## src/inc/pin_cfg_pkg.sv

```systemverilog
package pin_cfg_pkg;

  // ==========================================================
  // Register map
  localparam logic [5:0]  PIN_CFG_ADDR  = 6'h06;
  localparam logic [15:0] PIN_CFG_RESET = 16'h0800;
  localparam logic [15:0] PIN_CFG_WMASK = 16'h3f00;

  // ==========================================================
  // Field positions
  localparam int EXTRA_EN_BIT  = 13;
  localparam int MUX_CTRL_BIT  = 12;
  localparam int SYNC_EN_BIT   = 11;
  localparam int FAULT_MODE_HI = 10;
  localparam int FAULT_MODE_LO = 9;
  localparam int FAULT_LVL_BIT = 8;

  // ==========================================================
  // Sequencer limits and timing
  localparam int          MUX_POSITIONS = 16;
  localparam int          SEL_W         = 4;
  localparam int          DELAY_W       = 3;
  localparam int          CLK_MHZ       = 25;
  localparam int          DELAY_UNIT_US = 4;
  localparam logic [11:0] DELAY_UNIT_CYC = 12'(DELAY_UNIT_US * CLK_MHZ);

  // ==========================================================
  // Fault pin modes
  typedef enum logic [1:0] {
    FAULT_OFF    = 2'h0,
    FAULT_IN     = 2'h1,
    FAULT_OD_OUT = 2'h2,
    FAULT_GP_OUT = 2'h3
  } fault_mode_t;

  // Sequencer states, Gray along the path except run to hold
  typedef enum logic [1:0] {
    SEQ_RUN    = 2'h0,
    SEQ_SETTLE = 2'h1,
    SEQ_HOLD   = 2'h3
  } seq_state_t;

  // Register write strobe group
  typedef struct packed {
    logic        wr;
    logic [5:0]  addr;
    logic [15:0] data;
  } reg_wr_t;

  // Select lines toward the external multiplexer
  typedef struct packed {
    logic lineZero;
    logic lineOne;
    logic extraTwo;
    logic extraThree;
  } sel_lines_t;

endpackage

```

## src/core/adc_pin_control_config.sv

```systemverilog
`timescale 1ns/1ps
module adc_pin_control_config
  import pin_cfg_pkg::*;
(
  input  wire logic               core_clk,
  input  wire logic               nrst,
  input  wire reg_wr_t            regWr,
  input  wire logic [5:0]         regRdAddr,
  output logic      [15:0]        regRdData,
  input  wire logic               lineZeroData,
  input  wire logic               lineOneData,
  input  wire logic               lineZeroOutEn,
  input  wire logic               lineOneOutEn,
  input  wire logic               syncPinN,
  input  wire logic               faultPinIn,
  output logic                    faultPinOut,
  output logic                    faultPinOe,
  input  wire logic [2:0]         statusErrors,
  input  wire logic               otherErrors,
  output logic                    convErrorFlag,
  input  wire logic               altSyncMode,
  input  wire logic               multiChannel,
  input  wire logic               switchDue,
  input  wire logic [SEL_W-1:0]   nextChannel,
  input  wire logic [3:0]         channelPair,
  input  wire logic [DELAY_W-1:0] settleDelay,
  output logic [3:0]              analogPair,
  output sel_lines_t              selOut,
  output sel_lines_t              selOe,
  output logic                    modFilterReset,
  output logic                    convStart
);

  // ==========================================================
  // Configuration register
  logic [15:0] cfg_q;
  logic [15:0] cfg_d;
  logic        wrHit;

  assign wrHit = regWr.wr && (regWr.addr == PIN_CFG_ADDR);
  // Reserved bits and low byte masked; bit 8 stored from writes
  assign cfg_d = wrHit ? (regWr.data & PIN_CFG_WMASK) : cfg_q;

  always_ff @(posedge core_clk) begin
    if (!nrst) begin
      cfg_q <= PIN_CFG_RESET;
    end else begin
      cfg_q <= cfg_d;
    end
  end

  // ==========================================================
  // Field decode
  logic        extraEn;
  logic        muxCtrl;
  logic        syncEn;
  fault_mode_t faultMode;
  logic        faultLevel;

  assign extraEn    = cfg_q[EXTRA_EN_BIT];
  assign muxCtrl    = cfg_q[MUX_CTRL_BIT];
  assign syncEn     = cfg_q[SYNC_EN_BIT];
  assign faultMode  = fault_mode_t'(cfg_q[FAULT_MODE_HI:FAULT_MODE_LO]);
  assign faultLevel = cfg_q[FAULT_LVL_BIT];

  // ==========================================================
  // Pin synchronisers
  logic [1:0] syncMeta_q;
  logic [1:0] syncLvl_q;
  logic       syncPrev_q;
  logic [1:0] faultMeta_q;
  logic [1:0] faultLvl_q;

  // Metastability pair, then level pair; only the last stage feeds logic
  // Preset high like the idle pins, so no false rise follows reset
  always_ff @(posedge core_clk) begin
    if (!nrst) begin
      syncMeta_q  <= 2'h3;
      syncLvl_q   <= 2'h3;
      faultMeta_q <= 2'h3;
      faultLvl_q  <= 2'h3;
      syncPrev_q  <= 1'b1;
    end else begin
      syncMeta_q  <= {syncMeta_q[0], syncPinN};
      syncLvl_q   <= {syncLvl_q[0], syncMeta_q[1]};
      faultMeta_q <= {faultMeta_q[0], faultPinIn};
      faultLvl_q  <= {faultLvl_q[0], faultMeta_q[1]};
      syncPrev_q  <= syncLvl_q[1];
    end
  end

  logic syncHigh;
  logic syncRise;
  logic faultPinLvl;
  assign syncHigh    = syncLvl_q[1];
  assign syncRise    = syncHigh && !syncPrev_q;
  assign faultPinLvl = faultLvl_q[1];

  // ==========================================================
  // Channel switch sequencing
  seq_state_t         state_q;
  seq_state_t         state_d;
  logic [SEL_W-1:0]   sel_q;
  logic [DELAY_W-1:0] delayUnits_q;
  logic [11:0]        unitCnt_q;
  logic               altActive;
  logic               holdAtSwitch;
  logic               unitTick;
  logic               settleDone;
  logic               doSwitch;

  // Alternative mode only with several channels enabled
  assign altActive    = syncEn && altSyncMode && multiChannel;
  // Low sync at a due switch holds it
  assign holdAtSwitch = altActive && !syncHigh;
  // Zero delay ends at once; otherwise the last unit ends on its tick
  assign unitTick     = (unitCnt_q == DELAY_UNIT_CYC - 12'h001);
  assign settleDone   = (delayUnits_q == '0) || (unitTick && delayUnits_q == DELAY_W'(1));
  // Switch proceeds when due and not held, or when held and sync has risen
  assign doSwitch     = (state_q == SEQ_RUN && switchDue && !holdAtSwitch) ||
                        (state_q == SEQ_HOLD && syncRise);

  // Next state of the switch sequencer
  // A switch request outside the run state is ignored, not queued
  always_comb begin
    state_d = state_q;
    case (state_q)
      SEQ_RUN: begin
        if (switchDue) begin
          state_d = holdAtSwitch ? SEQ_HOLD : SEQ_SETTLE;
        end
      end
      SEQ_HOLD: begin
        if (syncRise) begin
          state_d = SEQ_SETTLE;
        end
      end
      SEQ_SETTLE: begin
        if (settleDone) begin
          state_d = SEQ_RUN;
        end
      end
      default: begin
        state_d = SEQ_RUN;
      end
    endcase
  end

  // Delay latched at the switch so a mid-wait change cannot stretch it
  always_ff @(posedge core_clk) begin
    if (!nrst) begin
      state_q      <= SEQ_RUN;
      sel_q        <= '0;
      delayUnits_q <= '0;
      unitCnt_q    <= '0;
    end else begin
      state_q <= state_d;
      if (doSwitch) begin
        // Code moves with the switch, before settling
        sel_q        <= nextChannel;
        delayUnits_q <= settleDelay;
        unitCnt_q    <= '0;
      end else if (state_q == SEQ_SETTLE) begin
        unitCnt_q <= unitTick ? 12'h000 : unitCnt_q + 12'h001;
        if (unitTick && delayUnits_q != '0) begin
          delayUnits_q <= delayUnits_q - DELAY_W'(1);
        end
      end
    end
  end

  // ==========================================================
  // Next values of the output registers
  logic        convStart_d;
  logic        resetHold_d;
  logic        faultOut_d;
  logic        faultOe_d;
  logic        anyStatusErr;
  logic        pinErrIn;
  logic        convError_d;
  sel_lines_t  muxOut;
  sel_lines_t  muxOe;
  sel_lines_t  userOut;
  sel_lines_t  userOe;
  sel_lines_t  selOut_d;
  sel_lines_t  selOe_d;
  logic        rdHit;
  logic        showPin;
  logic [15:0] rdData_d;

  // Plain mode: low sync holds modulator and filter
  assign resetHold_d = syncEn && !altActive && !syncHigh;
  // A start falling inside a plain-mode hold is dropped, not deferred
  assign convStart_d = (state_q == SEQ_SETTLE) && settleDone && !resetHold_d;

  // Errors ORed, inverted, open drain pulls low only
  assign anyStatusErr = |statusErrors;
  assign faultOut_d = (faultMode == FAULT_GP_OUT) ? faultLevel : 1'b0;
  assign faultOe_d  = (faultMode == FAULT_GP_OUT) ||
                      (faultMode == FAULT_OD_OUT && anyStatusErr);

  // Inverted pin joins other error sources
  assign pinErrIn    = (faultMode == FAULT_IN) && !faultPinLvl;
  assign convError_d = otherErrors || pinErrIn;

  // Four lines carry the select code in mux mode
  assign muxOut   = '{lineZero: sel_q[0], lineOne: sel_q[1], extraTwo: sel_q[2], extraThree: sel_q[3]};
  assign muxOe    = '{lineZero: 1'b1, lineOne: 1'b1, extraTwo: 1'b1, extraThree: 1'b1};
  // Extra outputs follow the enable bit; their data is tied low in this block
  assign userOut  = '{lineZero: lineZeroData, lineOne: lineOneData, extraTwo: 1'b0, extraThree: 1'b0};
  assign userOe   = '{lineZero: lineZeroOutEn, lineOne: lineOneOutEn, extraTwo: extraEn, extraThree: extraEn};
  assign selOut_d = muxCtrl ? muxOut : userOut;
  assign selOe_d  = muxCtrl ? muxOe : userOe;

  // Level bit reads the pin in input and open-drain modes
  assign rdHit    = (regRdAddr == PIN_CFG_ADDR);
  assign showPin  = (faultMode == FAULT_IN) || (faultMode == FAULT_OD_OUT);
  assign rdData_d = !rdHit  ? 16'h0000 :
                    showPin ? {cfg_q[15:9], faultPinLvl, 8'h00} : {cfg_q[15:8], 8'h00};

  // ==========================================================
  // Conversion control outputs
  always_ff @(posedge core_clk) begin
    if (!nrst) begin
      modFilterReset <= 1'b0;
      convStart      <= 1'b0;
    end else begin
      modFilterReset <= resetHold_d;
      convStart      <= convStart_d;
    end
  end

  // Fault pin drive and converter error flag
  always_ff @(posedge core_clk) begin
    if (!nrst) begin
      faultPinOut   <= 1'b0;
      faultPinOe    <= 1'b0;
      convErrorFlag <= 1'b0;
    end else begin
      faultPinOut   <= faultOut_d;
      faultPinOe    <= faultOe_d;
      convErrorFlag <= convError_d;
    end
  end

  // Pair selection untouched by mux mode
  // Host moves the pair between passes
  always_ff @(posedge core_clk) begin
    if (!nrst) begin
      analogPair <= '0;
    end else begin
      analogPair <= channelPair;
    end
  end

  // Pin lines; enables drop in reset so no line fights the board
  always_ff @(posedge core_clk) begin
    if (!nrst) begin
      selOut <= '0;
      selOe  <= '0;
    end else begin
      selOut <= selOut_d;
      selOe  <= selOe_d;
    end
  end

  // Read data one cycle after the address; other addresses read zero
  always_ff @(posedge core_clk) begin
    if (!nrst) begin
      regRdData <= '0;
    end else begin
      regRdData <= rdData_d;
    end
  end

endmodule

```

## config.mk

```make
export PLATFORM = sky130hd
export DESIGN_NAME = adc_pin_control_config
export DESIGN_NICKNAME = d
export VERILOG_FILES = /design/src/inc/pin_cfg_pkg.sv /design/src/core/adc_pin_control_config.sv
export SDC_FILE = /design/constraint.sdc
export NUM_CORES = 1
export LEC_CHECK = 0
export BUFFER_PORTS_ARGS = -buffer_cell sky130_fd_sc_hd__buf_2
export CAP_MARGIN = 40
export CORE_AREA = 2 2 74 76
export CTS_CLUSTER_DIAMETER = 100
export CTS_CLUSTER_SIZE = 20
export DETAILED_ROUTE_END_ITERATION = 8
export DIE_AREA = 0 0 76 78
export PLACE_DENSITY = 0.76
export SKIP_CTS_REPAIR_TIMING = 1
export SYNTH_ARGS = -nofsm -noshare
export SYNTH_HDL_FRONTEND = slang
export SYNTH_SLANG_ARGS = --single-unit
```

## constraint.sdc

```tcl
create_clock -name core_clk -period 3.5 [get_ports core_clk]
set_clock_uncertainty 0.2 [all_clocks]
set_input_delay 0.35 -clock core_clk [delete_from_list [all_inputs] [get_ports core_clk]]
set_output_delay 0.35 -clock core_clk [all_outputs]
set_load 0.005 [all_outputs]
```

==> key figures, run 1 <==
Global route
  • Vias in the first global route: 1,714
  • Global-route usage over all layers: 16.7%
  • Largest net degree at the start of global routing: 28
  • Gr ovfl total: 0
  • Global-route wire length before repair: 7770 µm
  • Initial antenna violation count: 0

Final layout
  • Layout Nets: 380
  • Layout cell share with drive strength beyond 1: 29.4%
  • Synth-to-Final Area Change: 25.6%
  • ANT cells: 0
  • Filler cells: 441

Die
  • Die area: slightly below 6000 µm²
  • Core area: 5040 µm²
  • IO Count: 88
  • Vert. Die Dim: roughly 78 µm
  • Row count: 26
  • Initial core utilization: 47.1%
  • Die W: 76 µm

Route
  • Vias after detailed routing: 1,840
  • Post-route ant nets: 0
  • DR WL/cell: 11.7 µm
  • DRC violations left: 0
  • Final wirelength: 4550 µm
  • Via density: 4.72
  • Drt pass-1 iters: 4
  • Initial DRC count: 70

Worst setup path
  • Setup crit start kind: flop
  • Worst path required time: 3510 ps
  • Worst r2r src: unitCnt_q[0]$_SDFFE_PP0N_
  • Critical R2R Capture: state_q[1]$_SDFFE_PN0P_
  • Worst path bufs/invs: 0
  • Worst EP arrival: between 2000 and 2500 ps
  • Worst R2R Setup Slack: 1360 ps
  • Crit end category: flop
  • Slowest cell on the critical path: mux2_2
  • Cells on worst reg2reg path: 5
  • CP Max Fanout: 6
  • Worst-path cell chain: ha_1 -> and3_1 -> and4_2 -> o31ai_1 -> mux2_2
  • CP max stage delay: 380 ps
  • Delay-heaviest family, CP: simple AND/OR/NAND/NOR gates
  • Worst setup path class: reg -> reg

Run status
  • Status: finished clean

STA
  • Worst slew pin tran: 496 ps
  • Tcrit/Tclk final: 61.1%
  • Final Slew Violations: 0
  • Setup_tns: 0 ps
  • Final hold violation count: 0
  • Final worst slack: roughly 1400 ps
  • Min cycle time layout: roughly 2100 ps
  • RSZ-0062 raised after global routing: no
  • Setup violators final: 0
  • F_max: 467 MHz
  • Max-slew headroom: 66.8%

Clock tree
  • H-Tree Depth: 3
  • Root buf cell: clkbuf_8
  • CTS tree: done
  • Inserted Clock Buffers: 9
  • Sink Count: 58
  • CTS Buffer Depth: 2
  • Clk slew on worst S/H paths: roughly 70 ps
  • Worst-Skew Late Latency: 330 ps

Hold path
  • Hold Crit Class: in -> reg
  • Hold Path Sink: faultMeta_q[0]$_SDFF_PN1_
  • Hold Crit Start: faultPinIn
  • Number of cells on the worst hold path: 2

Logic synthesis
  • Synth area leaders: dfxtp_1 49%, nor2_1 5.8%, mux2i_1 5.5%
  • Syn Inst Count: 243
  • Mapped cell area: 2380 µm²
  • Area share of the largest cell type after synthesis: roughly half
  • Post-synth top cells: 58 x dfxtp_1, 37 x nor2_1, 17 x nand2_1
  • Number of enable flip-flop cells after synthesis: 0
  • Most frequent cell after synthesis: dfxtp_1
  • Total of warnings raised by yosys: 0
  • Post-synthesis sequential area ratio: 48.8%
  • Netlist cell types: 40
  • Area leader, netlist: dfxtp_1
  • Asr flop ratio synth: 0%
  • FF+latch count, synth: 58
  • Synthesized area per cell: between 9 and 10 µm²
  • Synth Flop Type: dfxtp_1

Power and ir drop
  • Sw Share: 22.4%
  • Worst vdd ir: approximately 0.00029 V
  • Combinational cell fraction of total power: 9.2%
  • Flop pwr share: 44.2%
  • Clk pwr share: a little under half
  • Pint: 1.22 mW
  • Power Density: around 530 nW/µm²
  • Net load switching power: 0.354 mW
  • Pleak: 1.37 nW

Placed design
  • Place WS: 1420 ps
  • Detailed placement HPWL: about 3300 µm
  • IO Port Bufs: 67
  • Placer congestion estimate: 0.801

Run
  • Max-cap check violation count: 0
## layout make-up
| cell class | instances | area, µm² | share of cell area, % |
|---|---|---|---|
| clock inverters | 7 | 118 | 3.94 |
| clock buffers | 9 | 124 | 4.15 |
| inverters | 12 | 45.0 | 1.51 |
| multi-input cells | 165 | 1100 | 36.8 |
| flip-flops and latches | 58 | 1160 | 38.9 |
| repair buffers | 69 | 353 | 11.8 |
| well taps | 70 | 87.6 | 2.93 |
## layer usage
layer / wire length (µm) / up-vias / global-route usage (%)
met5: 0 / - / 0
met4: 57 / 0 / 8.18
met3: 297 / 6 / 5.35
met2: 2080 / 75 / 27.2
met1: 2120 / 830 / 19.9
li1: - / 929 / -
## state kept, by name (all words and copies together), names as in the netlist, 2 cells and up
| register | cells |
|---|---|
| state_q | 2 |
| unitCnt_q | 12 |
| syncMeta_q | 2 |
| sel_q | 4 |
| selOe | 3 |
| faultLvl_q | 2 |
| cfg_q | 6 |
| syncLvl_q | 2 |
| delayUnits_q | 3 |
| analogPair | 4 |
| regRdData | 6 |
| faultMeta_q | 2 |
| selOut | 4 |
## worst max-delay path by stage
stage | from | to | slack, ps | cells past startpoint
6_report | unitCnt_q[0]$_SDFFE_PP0N_ | state_q[1]$_SDFFE_PN0P_ | 1360 | 5
5_1_grt | unitCnt_q[0]$_SDFFE_PP0N_ | state_q[1]$_SDFFE_PN0P_ | 1280 | 5
4_1_cts | unitCnt_q[0]$_SDFFE_PP0N_ | state_q[1]$_SDFFE_PN0P_ | 1380 | 5
3_5_place_dp | unitCnt_q[0]$_SDFFE_PP0N_ | state_q[1]$_SDFFE_PN0P_ | 1420 | 5
3_3_place_gp | unitCnt_q[0]$_SDFFE_PP0N_ | state_q[1]$_SDFFE_PN0P_ | 1420 | 5
2_1_floorplan | unitCnt_q[0]$_SDFFE_PP0N_ | state_q[1]$_SDFFE_PN0P_ | 1560 | 5
## cells by family after synthesis
logic type | after synthesis | share of synthesized area [%]
and+or+nand+nor | 103 | 23.5
DFF | 58 | 48.8
buffers and inverters | 29 | 6.42
AOI/OAI and AO/OA | 16 | 5.26
muxes | 16 | 6.89
adders and majority gates | 10 | 5.26
xor gates and xnor gates | 10 | 3.68
other | 1 | 0.158
## cell usage in the layout (no fill, tap or decap), types with 2 or more instances in the layout
master and count:
buf_2 67, dfxtp_1 58, nor2_1 37, nand2_1 17, mux2i_1 13, inv_1 11, nand2b_1 10, ha_1 10
conb_1 10, and2_1 9, clkbuf_8 9, xnor2_1 8, a21oi_1 7, nand4_1 6, nor2b_1 4, and3_1 4
mux2_2 3, clkinvlp_4 3, bufinv_16 3, o21ai_0 2, nand3_1 2, nor3_1 2, o22ai_1 2, nand3b_1 2
xor2_1 2
## stage by stage
step | utilization, % | hold WS, ps | cells | cell area (µm²) | power [mW]
finish | 59.2 | 10.5 | 390 | 2990 | 1.58
global placement | 54.2 | 191 | 373 | 2730 | 0.853
floorplan | - | 186 | 252 | 2410 | 0.812
CTS | 59.0 | -15.7 | 389 | 2980 | 1.60
detailed placement | 54.2 | 192 | 373 | 2730 | 0.856
global route | 59.2 | 2.20 | 390 | 2990 | 1.65
## power groups by stage
stage | Combinational [mW] | Clock (mW) | Sequential [mW]
after global placement | 0.141 | 0 | 0.711
after CTS | 0.146 | 0.752 | 0.697
after detailed placement | 0.145 | 0 | 0.711
after global routing | 0.166 | 0.784 | 0.700
final | 0.145 | 0.736 | 0.698
after floorplan | 0.102 | 0 | 0.710
Power figures use the tool's default switching activity.
==> run 2, diff against run 1 <==
==> constraint.sdc (replaced) <==
create_clock -name core_clk -period 2.15 [get_ports core_clk]
set_clock_uncertainty 0.2 [all_clocks]
set_input_delay 0.215 -clock core_clk [delete_from_list [all_inputs] [get_ports core_clk]]
set_output_delay 0.215 -clock core_clk [all_outputs]
set_load 0.005 [all_outputs]
==> run 2 against run 1 <==
Net effect: the flow now finishes with violations (negative hold slack); global-route usage rose by 0.51 points; utilization rose by 5.3 points; sequential power rose by 63%; die area did not move; critical endpoint unchanged; largest cell class unchanged; wire length rose by 15%; first-iteration DRC count rose by 36%.
==> key figures, run 2 (synthesized netlist as in run 1, its figures left out) <==
STA
  • Final Slew Violations: 0 (unchanged)
  • Min cycle time layout: 1990 ps (-151 ps)
  • Hold slack: -18.1 ps (-28.6 ps)
  • Tcrit/Tclk final: 92.5% (+31 points)
  • Final hold violation count: 1 (+1)
  • F_max: 503 MHz (+7.6%)
  • Setup violators final: 0 (unchanged)
  • RSZ-0062 raised after global routing: no
  • Setup_tns: 0 ps (unchanged)

Clock tree
  • Root buf cell: clkbuf_8
  • H-Tree Depth: 3 (unchanged)
  • CTS Buffer Depth: 2 (unchanged)
  • Sink Count: 58 (unchanged)
  • Inserted Clock Buffers: 9 (unchanged)
  • Clk slew on worst S/H paths: 70 ps (about the same)
  • CTS tree: done
  • Worst-Skew Late Latency: 330 ps (about the same)

Final layout
  • Layout Nets: 406 (+6.8%)
  • Layout cell share with drive strength beyond 1: 28.6% (-0.76 points)
  • Most frequent cells in the layout: 67 x buf_2, 58 x dfxtp_1, 37 x nor2_1, 23 x dlygate4sd3_1, 17 x nand2_1
  • ANT cells: 0 (unchanged)
  • Most common cell after layout, fill and taps aside: buf_2
  • Largest reg by FF count: unitCnt_q
  • Post-layout utilization of the core: 64.5% (+5.3 points)
  • Largest regs: unitCnt_q x12, cfg_q x6, regRdData x6
  • Synth-to-Final Area Change: 36.7%
  • Max FFs per register: 12 (unchanged)
  • Non-filler cells, final: 416 (+6.7%)

Die
  • IO Count: 88 (unchanged)
  • Initial core utilization: 47.1% (unchanged)
  • Row count: 26 (unchanged)
  • Core area: 5040 µm² (unchanged)
  • Die W: 76 µm (unchanged)
  • Vert. Die Dim: 78 µm (unchanged)
  • Die area: 5930 µm² (unchanged)

Placed design
  • Placer congestion estimate: 0.811 (+1.3%)
  • IO Port Bufs: 67 (unchanged)
  • DP Cell Count: 377 (+1.1%)
  • Detailed placement HPWL: 3560 µm (+8.4%)

Global route
  • Gr ovfl total: 0 (unchanged)
  • Global-route usage over all layers: 17.2% (+0.51 points)
  • Vias in the first global route: 1,774 (+3.5%)
  • Largest net degree at the start of global routing: 27 (-3.6%)
  • Initial antenna violation count: 0 (unchanged)
  • Global-route wire length before repair: 7930 µm (+2.0%)

Run status
  • Failing checks: negative hold slack
  • Status: finished, violations left

Route
  • DRC violations left: 0 (unchanged)
  • DR WL/cell: 12.6 µm (+7.7%)
  • Vias after detailed routing: 1,951 (+6.0%)
  • Drt pass-1 iters: 4 (unchanged)
  • Via density: 4.69 (-0.59%)
  • Post-route ant nets: 0 (unchanged)
  • Final wirelength: 5230 µm (+15%)
  • Initial DRC count: 95 (+36%)

Worst setup path
  • Worst setup path class: reg -> reg
  • Worst R2R Setup Slack: 160 ps (-1200 ps)
  • Worst EP arrival: 2010 ps (-140 ps)
  • Setup crit start kind: flop
  • Crit end category: flop
  • CP Max Fanout: 9 (+3)
  • Worst path required time: 2170 ps (-1340 ps)

Power and ir drop
  • Worst vdd ir: 0.000504 V (+75%)
  • Pleak: 1.50 nW (+9.5%)
  • Power Density: 821 nW/µm² (+55%)

Run
  • Max-cap check violation count: 0 (unchanged)

Hold path
  • Hold Crit Class: in -> reg
==> run 2: worst paths after layout <==
path | start | end | cells past startpoint
worst max-delay path | state_q[1]$_SDFFE_PN0P_ | state_q[1]$_SDFFE_PN0P_ | 5
worst min-delay path | settleDelay[0] | delayUnits_q[0]$_SDFFE_PN0P_ | 3
worst max register to register | state_q[1]$_SDFFE_PN0P_ | state_q[1]$_SDFFE_PN0P_ | 5
worst min register to register | faultMeta_q[1]$_SDFF_PN1_ | faultLvl_q[0]$_SDFF_PN1_ | 1
==> run 2: power by group <==
part | switching [mW] | leakage (nW) | total [mW] | internal [mW]
logic | 0.139 | 0.896 | 0.285 | 0.146
registers | 0.0241 | 0.473 | 1.14 | 1.11
clock network | 0.416 | 0.129 | 1.25 | 0.829
==> run 2: metal layers <==
layer	up-vias	GRT usage (%)	wire length, µm
met3	10	6.51	364
met2	75	28.7	2490
li1	981	-	-
met1	885	19.5	2280
met5	-	0	0
met4	0	8.36	86
==> run 2: final cells by class <==
| cell class | count | area (µm²) |
|---|---|---|
| multi-input cells | 165 | 1100 |
| clock inverters | 5 | 100 |
| clock buffers | 11 | 151 |
| inverters | 12 | 45.0 |
| well taps | 70 | 87.6 |
| flip-flops and latches | 58 | 1160 |
| repair buffers | 95 | 603 |
| fillers | 397 | 1790 |
==> run 2: worst max-delay path, cell delays in order, from the launching register on <==
cell     delay [ps]
dfxtp_1         330
inv_1           110
ha_1            340
inv_1           170
o31ai_2         350
mux2_2          370
==> run 2: through the flow <==
stage          worst slack [ps]  total power, mW  instance area [µm²]
6_report                    162             2.67                 3250
5_1_grt                    66.8             2.78                 3250
4_1_cts                    96.4             2.66                 3020
3_5_place_dp                124             1.40                 2760
3_3_place_gp                188             1.40                 2760
2_1_floorplan               214             1.32                 2410
